<file path="src/verilog/rate_storm_pkg.sv">
// What this block does
// [RQ1] Bit 12 turns newer limiter scheme on
// [RQ2] Per-port transmit enables at bits 11,10,9,5,3,1
// [RQ3] Per-port receive enables at bits 8,7,6,4,2,0
// [RQ4] Rate is limit slices then six zeros, kbps
// [RQ5] 0x34 holds transmit low slices, ports 5..2
// [RQ6] Port three transmit low nibble sits at 7:4
// [RQ7] 0x35 holds receive mid slices, ports 3..0
// [RQ8] Unlisted register holds remaining mid slices
// [RQ9] 0x37 holds transmit mid slices, ports 5..2
// [RQ10] 0x38 holds receive high slices, ports 4..0
// [RQ11] 0x39 holds transmit high 3..0, receive 5
// [RQ12] 0x3a holds transmit high slices, ports 5,4
// [RQ13] All enables and limit slices reset zero; code resets 0x3a to 0x0fc0, setting only bits 11:6, so transmit high slices of ports 5,4 reset to 0
// [RQ14] Storm enable bit 13 activates thresholds
// [RQ15] Storm drop bit 14 discards during storm
// [RQ16] All-100M threshold compared per 50 ms window
// [RQ17] Any-10M link uses second threshold at 0x3c
// [RQ18] 0x31 and 0x32 hold remaining low slices
// [RQ19] Enabled limit drops frames exceeding rate
// [RQ20] Storm count clears each window; storm lasts window
package rate_storm_pkg;

  // ----------------------------------------------------------------
  // Register map
  // ----------------------------------------------------------------
  localparam int NUM_REGS = 12;
  localparam logic [7:0] OFF_FIRST = 8'h31;
  localparam logic [7:0] OFF_BASIC0 = 8'h31;
  localparam logic [7:0] OFF_BASIC1 = 8'h32;
  localparam logic [7:0] OFF_ENABLES = 8'h33;
  localparam logic [7:0] OFF_EXT0 = 8'h34;
  localparam logic [7:0] OFF_EXT1 = 8'h35;
  localparam logic [7:0] OFF_EXT2 = 8'h36;
  localparam logic [7:0] OFF_EXT3 = 8'h37;
  localparam logic [7:0] OFF_EXT4 = 8'h38;
  localparam logic [7:0] OFF_EXT5 = 8'h39;
  localparam logic [7:0] OFF_EXT6 = 8'h3a;
  localparam logic [7:0] OFF_STORM0 = 8'h3b;
  localparam logic [7:0] OFF_STORM1 = 8'h3c;

  localparam int IDX_BASIC0 = 0;
  localparam int IDX_BASIC1 = 1;
  localparam int IDX_ENABLES = 2;
  localparam int IDX_EXT0 = 3;
  localparam int IDX_EXT1 = 4;
  localparam int IDX_EXT2 = 5;
  localparam int IDX_EXT3 = 6;
  localparam int IDX_EXT4 = 7;
  localparam int IDX_EXT5 = 8;
  localparam int IDX_EXT6 = 9;
  localparam int IDX_STORM0 = 10;
  localparam int IDX_STORM1 = 11;

  // ----------------------------------------------------------------
  // Fields and reset values
  // ----------------------------------------------------------------
  localparam int NEW_SCHEME_POS = 12;
  localparam int STORM_DROP_POS = 14;
  localparam int STORM_EN_POS = 13;
  localparam int THRESH_W = 13;
  localparam int LIMIT_W = 11;
  localparam int RATE_SHIFT = 6;
  localparam int RATE_W = LIMIT_W + RATE_SHIFT;
  localparam logic [5:0][3:0] TX_EN_POS = {4'hb, 4'ha, 4'h9, 4'h5, 4'h3, 4'h1};
  localparam logic [5:0][3:0] RX_EN_POS = {4'h8, 4'h7, 4'h6, 4'h4, 4'h2, 4'h0};
  localparam logic [15:0] MASK_STORM0 = 16'h7fff;
  localparam logic [15:0] MASK_EXT6 = 16'h0fff;
  localparam logic [15:0] RST_ZERO = 16'h0000;
  localparam logic [15:0] RST_EXT6 = 16'h0fc0;

  // ----------------------------------------------------------------
  // Timing
  // ----------------------------------------------------------------
  localparam int CLK_HZ = 25_000_000;
  localparam int TICK_PERIOD_US = 1000;
  localparam int TICK_CYCLES = CLK_HZ / 1_000_000 * TICK_PERIOD_US;
  localparam int STORM_WINDOW_MS = 50;
  localparam int STORM_WINDOW_TICKS = STORM_WINDOW_MS * 1000 / TICK_PERIOD_US;

  localparam int NUM_PORTS = 6;
  localparam int LEN_W = 11;

  typedef logic [NUM_REGS-1:0][15:0] reg_bank_t;

  typedef struct packed {
    logic valid;
    logic [LEN_W-1:0] len_bytes;
  } frame_req_t;

endpackage : rate_storm_pkg

</file>
<file path="src/verilog/rate_bucket.sv">
module rate_bucket #(
  parameter int BUCKET_W = 20
) (
  input wire logic ref_clk_i,
  input wire logic reset_i,
  input wire logic tick_i,
  input wire logic enable_i,
  input wire logic force_drop_i,
  input wire logic [rate_storm_pkg::RATE_W-1:0] rate_kbps_i,
  input wire rate_storm_pkg::frame_req_t req_i,
  output logic pass_o,
  output logic drop_o
);

  if (BUCKET_W < rate_storm_pkg::RATE_W + 2) begin : g_chk
    $error("rate_bucket: BUCKET_W too small for two ticks of credit");
  end

  logic [BUCKET_W-1:0] bucket;
  logic [BUCKET_W-1:0] cap;
  logic [BUCKET_W-1:0] credited;
  logic [BUCKET_W-1:0] cost;

  // One tick is 1 ms, so a rate in kbps adds that many bits per tick
  assign cap = BUCKET_W'({rate_kbps_i, 1'b0});
  assign cost = BUCKET_W'({req_i.len_bytes, 3'b000});

  always_comb begin
    credited = bucket;
    if (tick_i) begin
      credited = (bucket + BUCKET_W'(rate_kbps_i) > cap) ? cap :
                 bucket + BUCKET_W'(rate_kbps_i);
    end
  end

  always_ff @(posedge ref_clk_i) begin
    if (reset_i) begin
      bucket <= '0;
    end else if (!enable_i) begin
      bucket <= cap;
    end else if (req_i.valid && !force_drop_i && credited >= cost) begin
      bucket <= credited - cost; // RQ19
    end else begin
      bucket <= credited;
    end
  end

  always_ff @(posedge ref_clk_i) begin
    if (reset_i) begin
      pass_o <= 1'b0;
      drop_o <= 1'b0;
    end else begin
      pass_o <= req_i.valid && !force_drop_i &&
                (!enable_i || credited >= cost); // RQ19
      drop_o <= req_i.valid && (force_drop_i ||
                (enable_i && credited < cost)); // RQ19
    end
  end

endmodule : rate_bucket

</file>
<file path="src/verilog/storm_window.sv">
module storm_window (
  input wire logic ref_clk_i,
  input wire logic reset_i,
  input wire logic tick_i,
  input wire logic enable_i,
  input wire logic [rate_storm_pkg::THRESH_W-1:0] threshold_i,
  input wire logic [2:0] rx_count_i,
  output logic storming_o
);

  localparam int CNT_W = rate_storm_pkg::THRESH_W + 1;

  logic [5:0] ticks;
  logic window_end;
  logic [CNT_W-1:0] count;
  logic [CNT_W-1:0] next_count;

  assign window_end = tick_i &&
    ticks == 6'(rate_storm_pkg::STORM_WINDOW_TICKS - 1);

  always_ff @(posedge ref_clk_i) begin
    if (reset_i) begin
      ticks <= '0;
    end else if (window_end) begin
      ticks <= '0;
    end else if (tick_i) begin
      ticks <= ticks + 6'h01;
    end
  end

  // Saturate rather than wrap so a heavy storm never looks quiet
  always_comb begin
    next_count = count + CNT_W'(rx_count_i);
    if (next_count < count) begin
      next_count = '1;
    end
  end

  always_ff @(posedge ref_clk_i) begin
    if (reset_i) begin
      count <= '0;
    end else if (window_end) begin
      // Frames seen on the boundary cycle open the next window
      count <= CNT_W'(rx_count_i); // RQ20
    end else begin
      count <= next_count;
    end
  end

  always_ff @(posedge ref_clk_i) begin
    if (reset_i || window_end || !enable_i) begin
      storming_o <= 1'b0; // RQ20 RQ14
    end else if (next_count > CNT_W'(threshold_i)) begin
      storming_o <= 1'b1; // RQ16 RQ17
    end
  end

endmodule : storm_window

</file>
<file path="src/verilog/rate_storm_filter.sv">
module rate_storm_filter #(
  parameter int TICK_CYCLES = rate_storm_pkg::TICK_CYCLES,
  parameter int BUCKET_W = 20
) (
  input wire logic ref_clk_i,
  input wire logic reset_i,
  // Register access port
  input wire logic [7:0] reg_addr_i,
  input wire logic reg_wr_i,
  input wire logic reg_rd_i,
  input wire logic [15:0] reg_wdata_i,
  output logic [15:0] reg_rdata_o,
  // Port link state from the MACs
  input wire logic [5:0] link_up_i,
  input wire logic [5:0] link_10m_i,
  // Frame requests from receive and transmit paths
  input wire rate_storm_pkg::frame_req_t [5:0] rx_req_i,
  input wire rate_storm_pkg::frame_req_t [5:0] tx_req_i,
  output logic [5:0] rx_pass_o,
  output logic [5:0] rx_drop_o,
  output logic [5:0] tx_pass_o,
  output logic [5:0] tx_drop_o,
  output logic storming_o
);

  if (TICK_CYCLES < 2 || TICK_CYCLES > 65535) begin : g_chk
    $error("rate_storm_filter: TICK_CYCLES out of range");
  end

  // ----------------------------------------------------------------
  // Register bank
  // ----------------------------------------------------------------
  rate_storm_pkg::reg_bank_t regs;

  function automatic logic [15:0] write_mask(input int idx);
    if (idx == rate_storm_pkg::IDX_STORM0) begin
      return rate_storm_pkg::MASK_STORM0;
    end else if (idx == rate_storm_pkg::IDX_EXT6) begin
      return rate_storm_pkg::MASK_EXT6;
    end
    return 16'hffff;
  endfunction : write_mask

  function automatic logic hit(input logic [7:0] addr, input int idx);
    return addr == 8'(rate_storm_pkg::OFF_FIRST + idx);
  endfunction : hit

  for (genvar i = 0; i < rate_storm_pkg::NUM_REGS; i++) begin : g_reg
    always_ff @(posedge ref_clk_i) begin
      if (reset_i) begin
        regs[i] <= (i == rate_storm_pkg::IDX_EXT6) ?
                   rate_storm_pkg::RST_EXT6 :
                   rate_storm_pkg::RST_ZERO; // RQ13
      end else if (reg_wr_i && hit(reg_addr_i, i)) begin
        regs[i] <= reg_wdata_i & write_mask(i);
      end
    end
  end

  always_ff @(posedge ref_clk_i) begin
    if (reset_i) begin
      reg_rdata_o <= '0;
    end else if (reg_rd_i) begin
      reg_rdata_o <= '0;
      for (int i = 0; i < rate_storm_pkg::NUM_REGS; i++) begin
        if (hit(reg_addr_i, i)) begin
          reg_rdata_o <= regs[i];
        end
      end
    end
  end

  // ----------------------------------------------------------------
  // Limit assembly
  // ----------------------------------------------------------------
  function automatic logic [10:0] rx_limit(
    input rate_storm_pkg::reg_bank_t r,
    input int p
  );
    logic [3:0] lo;
    logic [3:0] mid;
    logic [2:0] hi;
    if (p < 4) begin
      lo = r[rate_storm_pkg::IDX_BASIC0][4*p +: 4]; // RQ18
      mid = r[rate_storm_pkg::IDX_EXT1][4*p +: 4]; // RQ7
    end else begin
      lo = r[rate_storm_pkg::IDX_BASIC1][4*(p-4) +: 4]; // RQ18
      mid = r[rate_storm_pkg::IDX_EXT2][4*(p-4) +: 4]; // RQ8
    end
    if (p < 5) begin
      hi = r[rate_storm_pkg::IDX_EXT4][3*p +: 3]; // RQ10
    end else begin
      hi = r[rate_storm_pkg::IDX_EXT5][2:0]; // RQ11
    end
    return {hi, mid, lo};
  endfunction : rx_limit

  function automatic logic [10:0] tx_limit(
    input rate_storm_pkg::reg_bank_t r,
    input int p
  );
    logic [3:0] lo;
    logic [3:0] mid;
    logic [2:0] hi;
    if (p < 2) begin
      lo = r[rate_storm_pkg::IDX_BASIC1][8+4*p +: 4]; // RQ18
      mid = r[rate_storm_pkg::IDX_EXT2][8+4*p +: 4]; // RQ8
    end else begin
      lo = r[rate_storm_pkg::IDX_EXT0][4*(p-2) +: 4]; // RQ5 RQ6
      mid = r[rate_storm_pkg::IDX_EXT3][4*(p-2) +: 4]; // RQ9
    end
    if (p < 4) begin
      hi = r[rate_storm_pkg::IDX_EXT5][3+3*p +: 3]; // RQ11
    end else begin
      hi = r[rate_storm_pkg::IDX_EXT6][3*(p-4) +: 3]; // RQ12
    end
    return {hi, mid, lo};
  endfunction : tx_limit

  // Older scheme only honours the four low bits of each limit
  function automatic logic [rate_storm_pkg::RATE_W-1:0] to_rate(
    input logic [10:0] limit,
    input logic new_scheme
  );
    logic [10:0] used;
    used = new_scheme ? limit : {7'h00, limit[3:0]}; // RQ1
    return {used, 6'h00}; // RQ4
  endfunction : to_rate

  logic new_scheme;
  assign new_scheme =
    regs[rate_storm_pkg::IDX_ENABLES][rate_storm_pkg::NEW_SCHEME_POS]; // RQ1

  // ----------------------------------------------------------------
  // Millisecond tick
  // ----------------------------------------------------------------
  logic [15:0] tick_cnt;
  logic tick;

  always_ff @(posedge ref_clk_i) begin
    if (reset_i) begin
      tick_cnt <= '0;
      tick <= 1'b0;
    end else if (tick_cnt == 16'(TICK_CYCLES - 1)) begin
      tick_cnt <= '0;
      tick <= 1'b1;
    end else begin
      tick_cnt <= tick_cnt + 16'h0001;
      tick <= 1'b0;
    end
  end

  // ----------------------------------------------------------------
  // Storm filter
  // ----------------------------------------------------------------
  logic [2:0] rx_count;
  logic any_10m;
  logic [rate_storm_pkg::THRESH_W-1:0] threshold;
  logic storm_drop;

  always_comb begin
    rx_count = 3'h0;
    for (int p = 0; p < rate_storm_pkg::NUM_PORTS; p++) begin
      rx_count = rx_count + 3'(rx_req_i[p].valid);
    end
  end

  assign any_10m = |(link_up_i & link_10m_i);
  assign threshold = any_10m ?
    regs[rate_storm_pkg::IDX_STORM1][rate_storm_pkg::THRESH_W-1:0] : // RQ17
    regs[rate_storm_pkg::IDX_STORM0][rate_storm_pkg::THRESH_W-1:0]; // RQ16

  storm_window u_storm (
    .ref_clk_i(ref_clk_i),
    .reset_i(reset_i),
    .tick_i(tick),
    .enable_i(regs[rate_storm_pkg::IDX_STORM0][rate_storm_pkg::STORM_EN_POS]),
    .threshold_i(threshold),
    .rx_count_i(rx_count),
    .storming_o(storming_o)
  );

  assign storm_drop = storming_o &&
    regs[rate_storm_pkg::IDX_STORM0][rate_storm_pkg::STORM_DROP_POS]; // RQ15

  // ----------------------------------------------------------------
  // Per-port limiters
  // ----------------------------------------------------------------
  for (genvar p = 0; p < rate_storm_pkg::NUM_PORTS; p++) begin : g_port
    rate_bucket #(
      .BUCKET_W(BUCKET_W)
    ) u_rx (
      .ref_clk_i(ref_clk_i),
      .reset_i(reset_i),
      .tick_i(tick),
      .enable_i(regs[rate_storm_pkg::IDX_ENABLES]
                [rate_storm_pkg::RX_EN_POS[p]]), // RQ3
      .force_drop_i(storm_drop),
      .rate_kbps_i(to_rate(rx_limit(regs, p), new_scheme)),
      .req_i(rx_req_i[p]),
      .pass_o(rx_pass_o[p]),
      .drop_o(rx_drop_o[p])
    );

    rate_bucket #(
      .BUCKET_W(BUCKET_W)
    ) u_tx (
      .ref_clk_i(ref_clk_i),
      .reset_i(reset_i),
      .tick_i(tick),
      .enable_i(regs[rate_storm_pkg::IDX_ENABLES]
                [rate_storm_pkg::TX_EN_POS[p]]), // RQ2
      .force_drop_i(1'b0),
      .rate_kbps_i(to_rate(tx_limit(regs, p), new_scheme)),
      .req_i(tx_req_i[p]),
      .pass_o(tx_pass_o[p]),
      .drop_o(tx_drop_o[p])
    );
  end

endmodule : rate_storm_filter

</file>
<file path="config.mk">
export PLATFORM = sky130hd
export DESIGN_NAME = rate_storm_filter
export DESIGN_NICKNAME = d
export VERILOG_FILES = /design/src/verilog/rate_storm_pkg.sv /design/src/verilog/rate_bucket.sv /design/src/verilog/storm_window.sv /design/src/verilog/rate_storm_filter.sv
export SDC_FILE = /design/constraint.sdc
export NUM_CORES = 2
export LEC_CHECK = 0
export ABC_CLOCK_PERIOD_IN_PS = 16200
export BUFFER_PORTS_ARGS = -buffer_cell sky130_fd_sc_hd__buf_2
export CAP_MARGIN = 10
export CORE_MARGIN = 10
export CORE_UTILIZATION = 25
export CTS_CLUSTER_DIAMETER = 60
export DETAILED_ROUTE_END_ITERATION = 6
export PLACE_DENSITY = 0.4
export SYNTH_ARGS = -nofsm -noshare
export SYNTH_HDL_FRONTEND = slang
export SYNTH_SLANG_ARGS = --single-unit
</file>
<file path="constraint.sdc">
create_clock -name ref_clk_i -period 16.2 [get_ports ref_clk_i]
set_input_delay 3.24 -clock ref_clk_i [delete_from_list [all_inputs] [get_ports ref_clk_i]]
set_output_delay 3.24 -clock ref_clk_i [all_outputs]
set_load 0.03 [all_outputs]
</file>
After elaboration in Yosys (flattened, before gate mapping)
Index checks and enable logic that the tools add are counted.
{"block": "classes", "addsub": 32, "n_lt_le_gt_ge": 38, "eq_ne": 14, "muxes": 76, "bitwise": 13, "reduce_logical": 117}
{"operator": "20-bit 2-to-1 mux", "n": 36}
{"operator": "20-bit by 17-bit adder with 20-bit output", "n": 12}
{"operator": "20-bit by 14-bit >= comparator with 1-bit output", "n": 12}
{"operator": "20-bit by 18-bit > comparator with 1-bit output", "n": 12}
{"operator": "20-bit by 14-bit less-than comparator with 1-bit output", "n": 12}
{"operator": "20-bit by 14-bit subtractor with 20-bit output", "n": 12}
{"operator": "18-bit 2-to-1 mux", "n": 12}
{"operator": "16-bit 2-to-1 mux", "n": 12}
{"operator": "11-bit 2-to-1 mux", "n": 12}
{"operator": "8-bit by 6-bit equality test with 1-bit output (second input constant)", "n": 12}
{"operator": "1-bit logical AND", "n": 68}
{"operator": "2-bit OR reduction", "n": 14}
{"operator": "1-bit logical OR", "n": 20}
{"operator": "16-bit by 1-bit adder with 16-bit output (second input constant)", "n": 1}
{"operator": "16-bit by 15-bit equality test with 1-bit output (second input constant)", "n": 1}
{"operator": "14-bit by 3-bit adder with 14-bit output", "n": 1}
{"operator": "14-bit by 13-bit > comparator with 1-bit output", "n": 1}
{"operator": "1-bit zero test", "n": 14}
{"operator": "14-bit less-than comparator", "n": 1}
{"operator": "14-bit 2-to-1 mux", "n": 1}
{"operator": "13-bit 2-to-1 mux", "n": 1}
{"operator": "1-bit NOT", "n": 12}
{"operator": "3-bit by 1-bit adder with 3-bit output", "n": 3}
{"operator": "6-bit by 1-bit adder with 6-bit output (second input constant)", "n": 1}
{"operator": "other kinds (7)", "n": 7}
{"block": "word_totals", "register_bits": 505, "out_inout_bits": 41, "elab_cells": 357}

Logic depth before layout (Yosys ltp)
{"block": "logic_depth", "word_depth": 13, "mapped_depth": 46, "ltp_nobuf": 36}

Modules after synthesis
From an unflattened synthesis, not the netlist that was laid out.
{"block": "hier_totals", "cells_unflattened": 7255, "hier_area_um2": 54791.3}
{"mod": "rate_bucket (g_port[0].u_tx ...)", "n_inst": 6, "cells_per_inst": 479, "area_each_um2": 3583.4}
{"mod": "rate_storm_filter", "n_inst": 1, "cells_per_inst": 1361, "area_each_um2": 10654.0}
{"mod": "rate_bucket (g_port[5].u_tx)", "n_inst": 1, "cells_per_inst": 488, "area_each_um2": 3662.3}
{"mod": "rate_bucket (g_port[5].u_rx)", "n_inst": 1, "cells_per_inst": 503, "area_each_um2": 3593.4}
{"mod": "rate_bucket (g_port[1].u_tx)", "n_inst": 1, "cells_per_inst": 483, "area_each_um2": 3577.2}
{"mod": "rate_bucket (g_port[4].u_tx)", "n_inst": 1, "cells_per_inst": 458, "area_each_um2": 3397.0}
{"mod": "rate_bucket (g_port[0].u_rx)", "n_inst": 1, "cells_per_inst": 448, "area_each_um2": 3365.7}
{"mod": "rate_bucket (g_port[1].u_rx)", "n_inst": 1, "cells_per_inst": 437, "area_each_um2": 3350.7}
{"mod": "storm_window", "n_inst": 1, "cells_per_inst": 203, "area_each_um2": 1690.4}

Least setup slack after synthesis
Ideal clock, no wire load.
{"block": "synth_timing", "path_type": "input to register", "start": "in rx_req_i[11] in the netlist's numbering", "end": "reg u_storm.storming_o", "setup_time_ns": 0.128, "arrival_time_ns": 9.423, "t_required_ns": 16.072, "path_slack_ns": 6.648, "path_stages": 33, "n_path_buf": 1, "path_cell_list": "fa_1 -> inv_1 -> fa_1 -> inv_1 -> ha_1 -> fa_1 -> fa_1 -> a21oi_1 -> nor2_1 -> and3_1 -> and3_1 -> and3_1 -> and3_1 -> ha_1 -> xnor2_1 -> a211oi_1 -> a211oi_1 -> a41oi_1 -> clkbuf_1 -> nand2_1 -> ha_1 -> a21oi_1 -> nor2b_1 -> o21ai_0 -> nand2_1 -> a21oi_1 -> o21ai_0 -> a21o_1 -> a21o_1 -> a21oi_1 -> nor2_1 -> nor3_1 -> nor3b_1"}
{"block": "synth_via", "elab_chain_len": 9}
{"item": "start: declaration", "line_no": "rate_storm_filter.sv:17", "source": "input wire rate_storm_pkg::frame_req_t [5:0] rx_req_i,"}
{"item": "1-bit by 1-bit adder with 2-bit output (*)", "line_no": "rate_storm_filter.sv:164", "source": "rx_count = rx_count + 3'(rx_req_i[p].valid);"}
{"item": "2-bit by 1-bit adder with 3-bit output (*)", "line_no": "rate_storm_filter.sv:164"}
{"item": "3-bit by 1-bit adder with 3-bit output (*) (3 in a row)", "line_no": "rate_storm_filter.sv:164"}
{"item": "14-bit by 3-bit adder with 14-bit output (*)", "line_no": "storm_window.sv:33", "source": "next_count = count + CNT_W'(rx_count_i);"}
{"item": "14-bit less-than comparator", "line_no": "storm_window.sv:34", "source": "if (next_count < count) begin"}
{"item": "14-bit 2-to-1 mux (*)", "line_no": "storm_window.sv:34"}
{"item": "named net u_storm.next_count[3]", "line_no": "storm_window.sv:16", "source": "logic [CNT_W-1:0] next_count;"}
{"item": "14-bit by 13-bit > comparator with 1-bit output (*)", "line_no": "storm_window.sv:53", "source": "end else if (next_count > CNT_W'(threshold_i)) begin"}
{"item": "end signal: assignment", "line_no": "storm_window.sv:52", "source": "storming_o <= 1'b0;"}
{"item": "end signal: assignment", "line_no": "storm_window.sv:54", "source": "storming_o <= 1'b1;"}
{"item": "end: declaration", "line_no": "storm_window.sv:8", "source": "output logic storming_o"}
The timed path passes the listed nets; every way through them passes the cells marked *.
A chain may end at the register's enable or synchronous reset.

Worst setup path in the final report
{"block": "layout_timing", "start": "in rx_req_i[23] in the netlist's numbering", "end": "reg u_storm.storming_o"}
Same word-level chain as after synthesis.

==> out/qor.yml <==
run_status:
  status: "finished, final reports clean"
floorplan:
  die-height_microns: 446
  die_area_sq_um: 199000
  core-area_sq_um: 181000
  row_count: 156
  io_pins: 225
  initial_core_util_pct: 25.1
  fp.dieW_microns: 446
logic_synthesis:
  synth_edf_count: 0
  synthTopCellsByArea: "dfxtp_1, ha_1, nand2_1"
  synth_area_sq_um: 45400
  yosys_register_bits: 505
  yosys_warnings: 0
  syn-instance-count: 6201
  ys.flop_type: "dfxtp_1"
  ys_seq_area_share_pct: 22.3
  synthArstFlopShare_pct: 0
  synth.distinct_cells: 125
  avgSynthCellArea_sq_um: 7.32
  synth_fp_nets: 6763
  synth_top_area_share_pct: 22.3
  yosys.area.top_type: "dfxtp_1"
clock_tree:
  clock-root-buffer: "clkbuf_16"
  clkLatencyLatePin_ns: 0.70
  cts_tree: "built"
  ctsHoldBuffers: 0
  ctsLongestPathBuffers: 3
  cts.htree.levels: 3
  post_cts_buffers: 0
  path_clk_slew_ns: 0.06
  clock_sinks: 505
  postCtsResizedCells: 0
  cts-buffers-inserted: 91
timing:
  tightest_slew_ns: 1.29
  fin_skew_ns: 0.0472
  drv_slew: 0
  rsz0062_at_grt: "false"
  setup_tns_ns: 0
  max_freq_mhz: 105
  setup_viol: 0
  timing.final.crit_period_ns: 9.51
  finalHoldViolCount: 0
  max_slew_margin_pct: 13.6
  finalCritPeriodShare_pct: 58.7
global_route:
  grt_pass1_vias: 43300
  grt_max_degree: 120
  grt_overflow: 0
  grt_antenna_before_repair: 29
  grt.total_usage_pct: 17.0
  grt_pass1_wl_mm: 268
power:
  leakagePower_nw: 20.9
  swShare_pct: 27.4
  power.density_nw_per_um2: 67.4
  ir_drop_mv: 0.0805
  clkPwrFrac_pct: 56.7
  p_sw_w: 0.000953
  internal_power_w: 0.00252
  pwr-share-seq_pct: 36.2
  comb_power_share_pct: 7.1
critical_path:
  crit_path_end_kind: "register"
  critPathLaunchType: "input port"
  worstPathMaxFanout: 25
  worstSetupPathType: "input port to register"
  crit_required_ns: 16.74
  slowest_delay_ns: 0.55
  crit_arrival_ns: 10.04
  cp_slowest_cell: "fa_1"
drt:
  vias_per_cell: 5.16
  vias: 44700
  drt_wl_total_mm: 177
  ant_nets: 0
  drt-pass1-iter-count: 7
  routedWlPerCell_microns: 20.5
  drtIter0Drc: 3159
  drc: 0
placement:
  port_buffers: 224
  hpwl_mm: 135
  place_area_sq_um: 48400
  gp_congestion: 0.864
layout:
  layout_commonest_cell: "nand2_1"
  area_growth_pct: 13.4
  final_cell_mix: "nand2_1, nor2_1, a21oi_1"
  fin_nets: 6768
  drive_gt1_share_pct: 9.52
  fin_area_sq_um: 51500
min_path:
  min_path_type: "register to register"
run:
  maxCapViolations: 0
## cells by family (layout without fill, tap and decap cells)
family,after synthesis,count (layout),share of synthesized area (%)
AO/OA/AOI/OAI,1763,1763,25.7
XOR/XNOR,318,318,6.48
adder cells (fa/ha/maj),396,396,11.3
buffers and inverters,780,858,7.06
flip-flops,505,505,22.3
multiplexers,160,160,3.62
other,0,15,0
AND/OR/NAND/NOR,2279,2279,23.5
## final cells by class
| type | count | area [sq um] |
|---|---|---|
| clock buffer | 108 | 2460 |
| inverter | 402 | 1510 |
| fill | 19800 | 129000 |
| clock inverter | 58 | 591 |
| antenna | 15 | 37.5 |
| tap | 2370 | 2970 |
| sequential | 505 | 10100 |
| timing repair buffer | 290 | 1660 |
| multi-input combinational | 4916 | 32200 |
## sequential cells by signal (all words and copies together) (netlist names), 6 cells and up
signal	count
regs	186
g_port.u_rx.bucket	120
g_port.u_tx.bucket	120
reg_rdata_o	16
tick_cnt	16
u_storm.count	14
g_port.u_rx.drop_o	6
g_port.u_rx.pass_o	6
g_port.u_tx.drop_o	6
g_port.u_tx.pass_o	6
u_storm.ticks	6
## worst paths after layout
| kind | depth (start not counted) | endpoint | from | slack [ns] |
|---|---|---|---|---|
| setup / recovery | 34 | u_storm.storming_o | rx_req_i[23] | 6.69 |
| hold / removal | 1 | tick_cnt[0] | tick_cnt[0] | 0.45 |
| setup reg to reg | 32 | g_port[3].u_tx.bucket[12] | new_scheme | 6.76 |
| hold reg to reg | 1 | tick_cnt[0] | tick_cnt[0] | 0.45 |
## synthesized netlist by cell type, types with 49 or more instances
cell type  instances
and3_1            79
dfxtp_1          505
o21ai_0          284
nor2b_1           73
ha_1             350
a21o_1           124
a21oi_1          550
nor2_1           591
nand3_1          159
mux2i_1          125
nand4_1           58
nand2_1          853
nand2b_1          78
a211oi_1         164
o21a_1            54
o211ai_1          49
inv_1            399
nor3_1            87
and2_1            75
xnor2_1          218
clkbuf_1         265
a31oi_1           58
xor2_1            88
## through the flow
step	total power [W]	instances	utilization, %	worst slack [ns]	hold slack [ns]
floorplan	0.00144	6201	-	6.65	0.418
global placement	0.00153	8482	26.8	6.02	0.433
detailed placement	0.00153	8482	26.8	6.04	0.445
CTS	0.00353	8648	28.5	6.77	0.453
global route	0.00360	8663	28.5	5.80	0.474
finish	0.00347	8664	28.5	6.69	0.450
## power by group through the flow
stage                     sequential [W]  clock (W)  combinational [W]
after global placement           0.00128          0           0.000246
after CTS                        0.00126    0.00203           0.000248
final                            0.00126    0.00197           0.000246
after detailed placement         0.00128          0           0.000247
after floorplan                  0.00128          0           0.000150
after global routing             0.00126    0.00207           0.000271
## critical path, delay by kind of cell
kind | cells | cell delay, ns
fa+ha+maj | 7 | 2.93
xor+xnor | 1 | 0.14
compound gates | 11 | 1.72
simple gates | 11 | 1.37
buf+inv | 4 | 0.63
## metal layers
metal / vias to the layer above / global-route usage [%] / part of all wire, %
met4: 4 / 5.90 / 3.2
met2: 1060 / 27.9 / 46
met1: 21200 / 22.9 / 47
li1: 22100 / - / -
met5: - / 0 / 0.013
met3: 250 / 2.10 / 4.4
(Power assumes the default switching activity.)
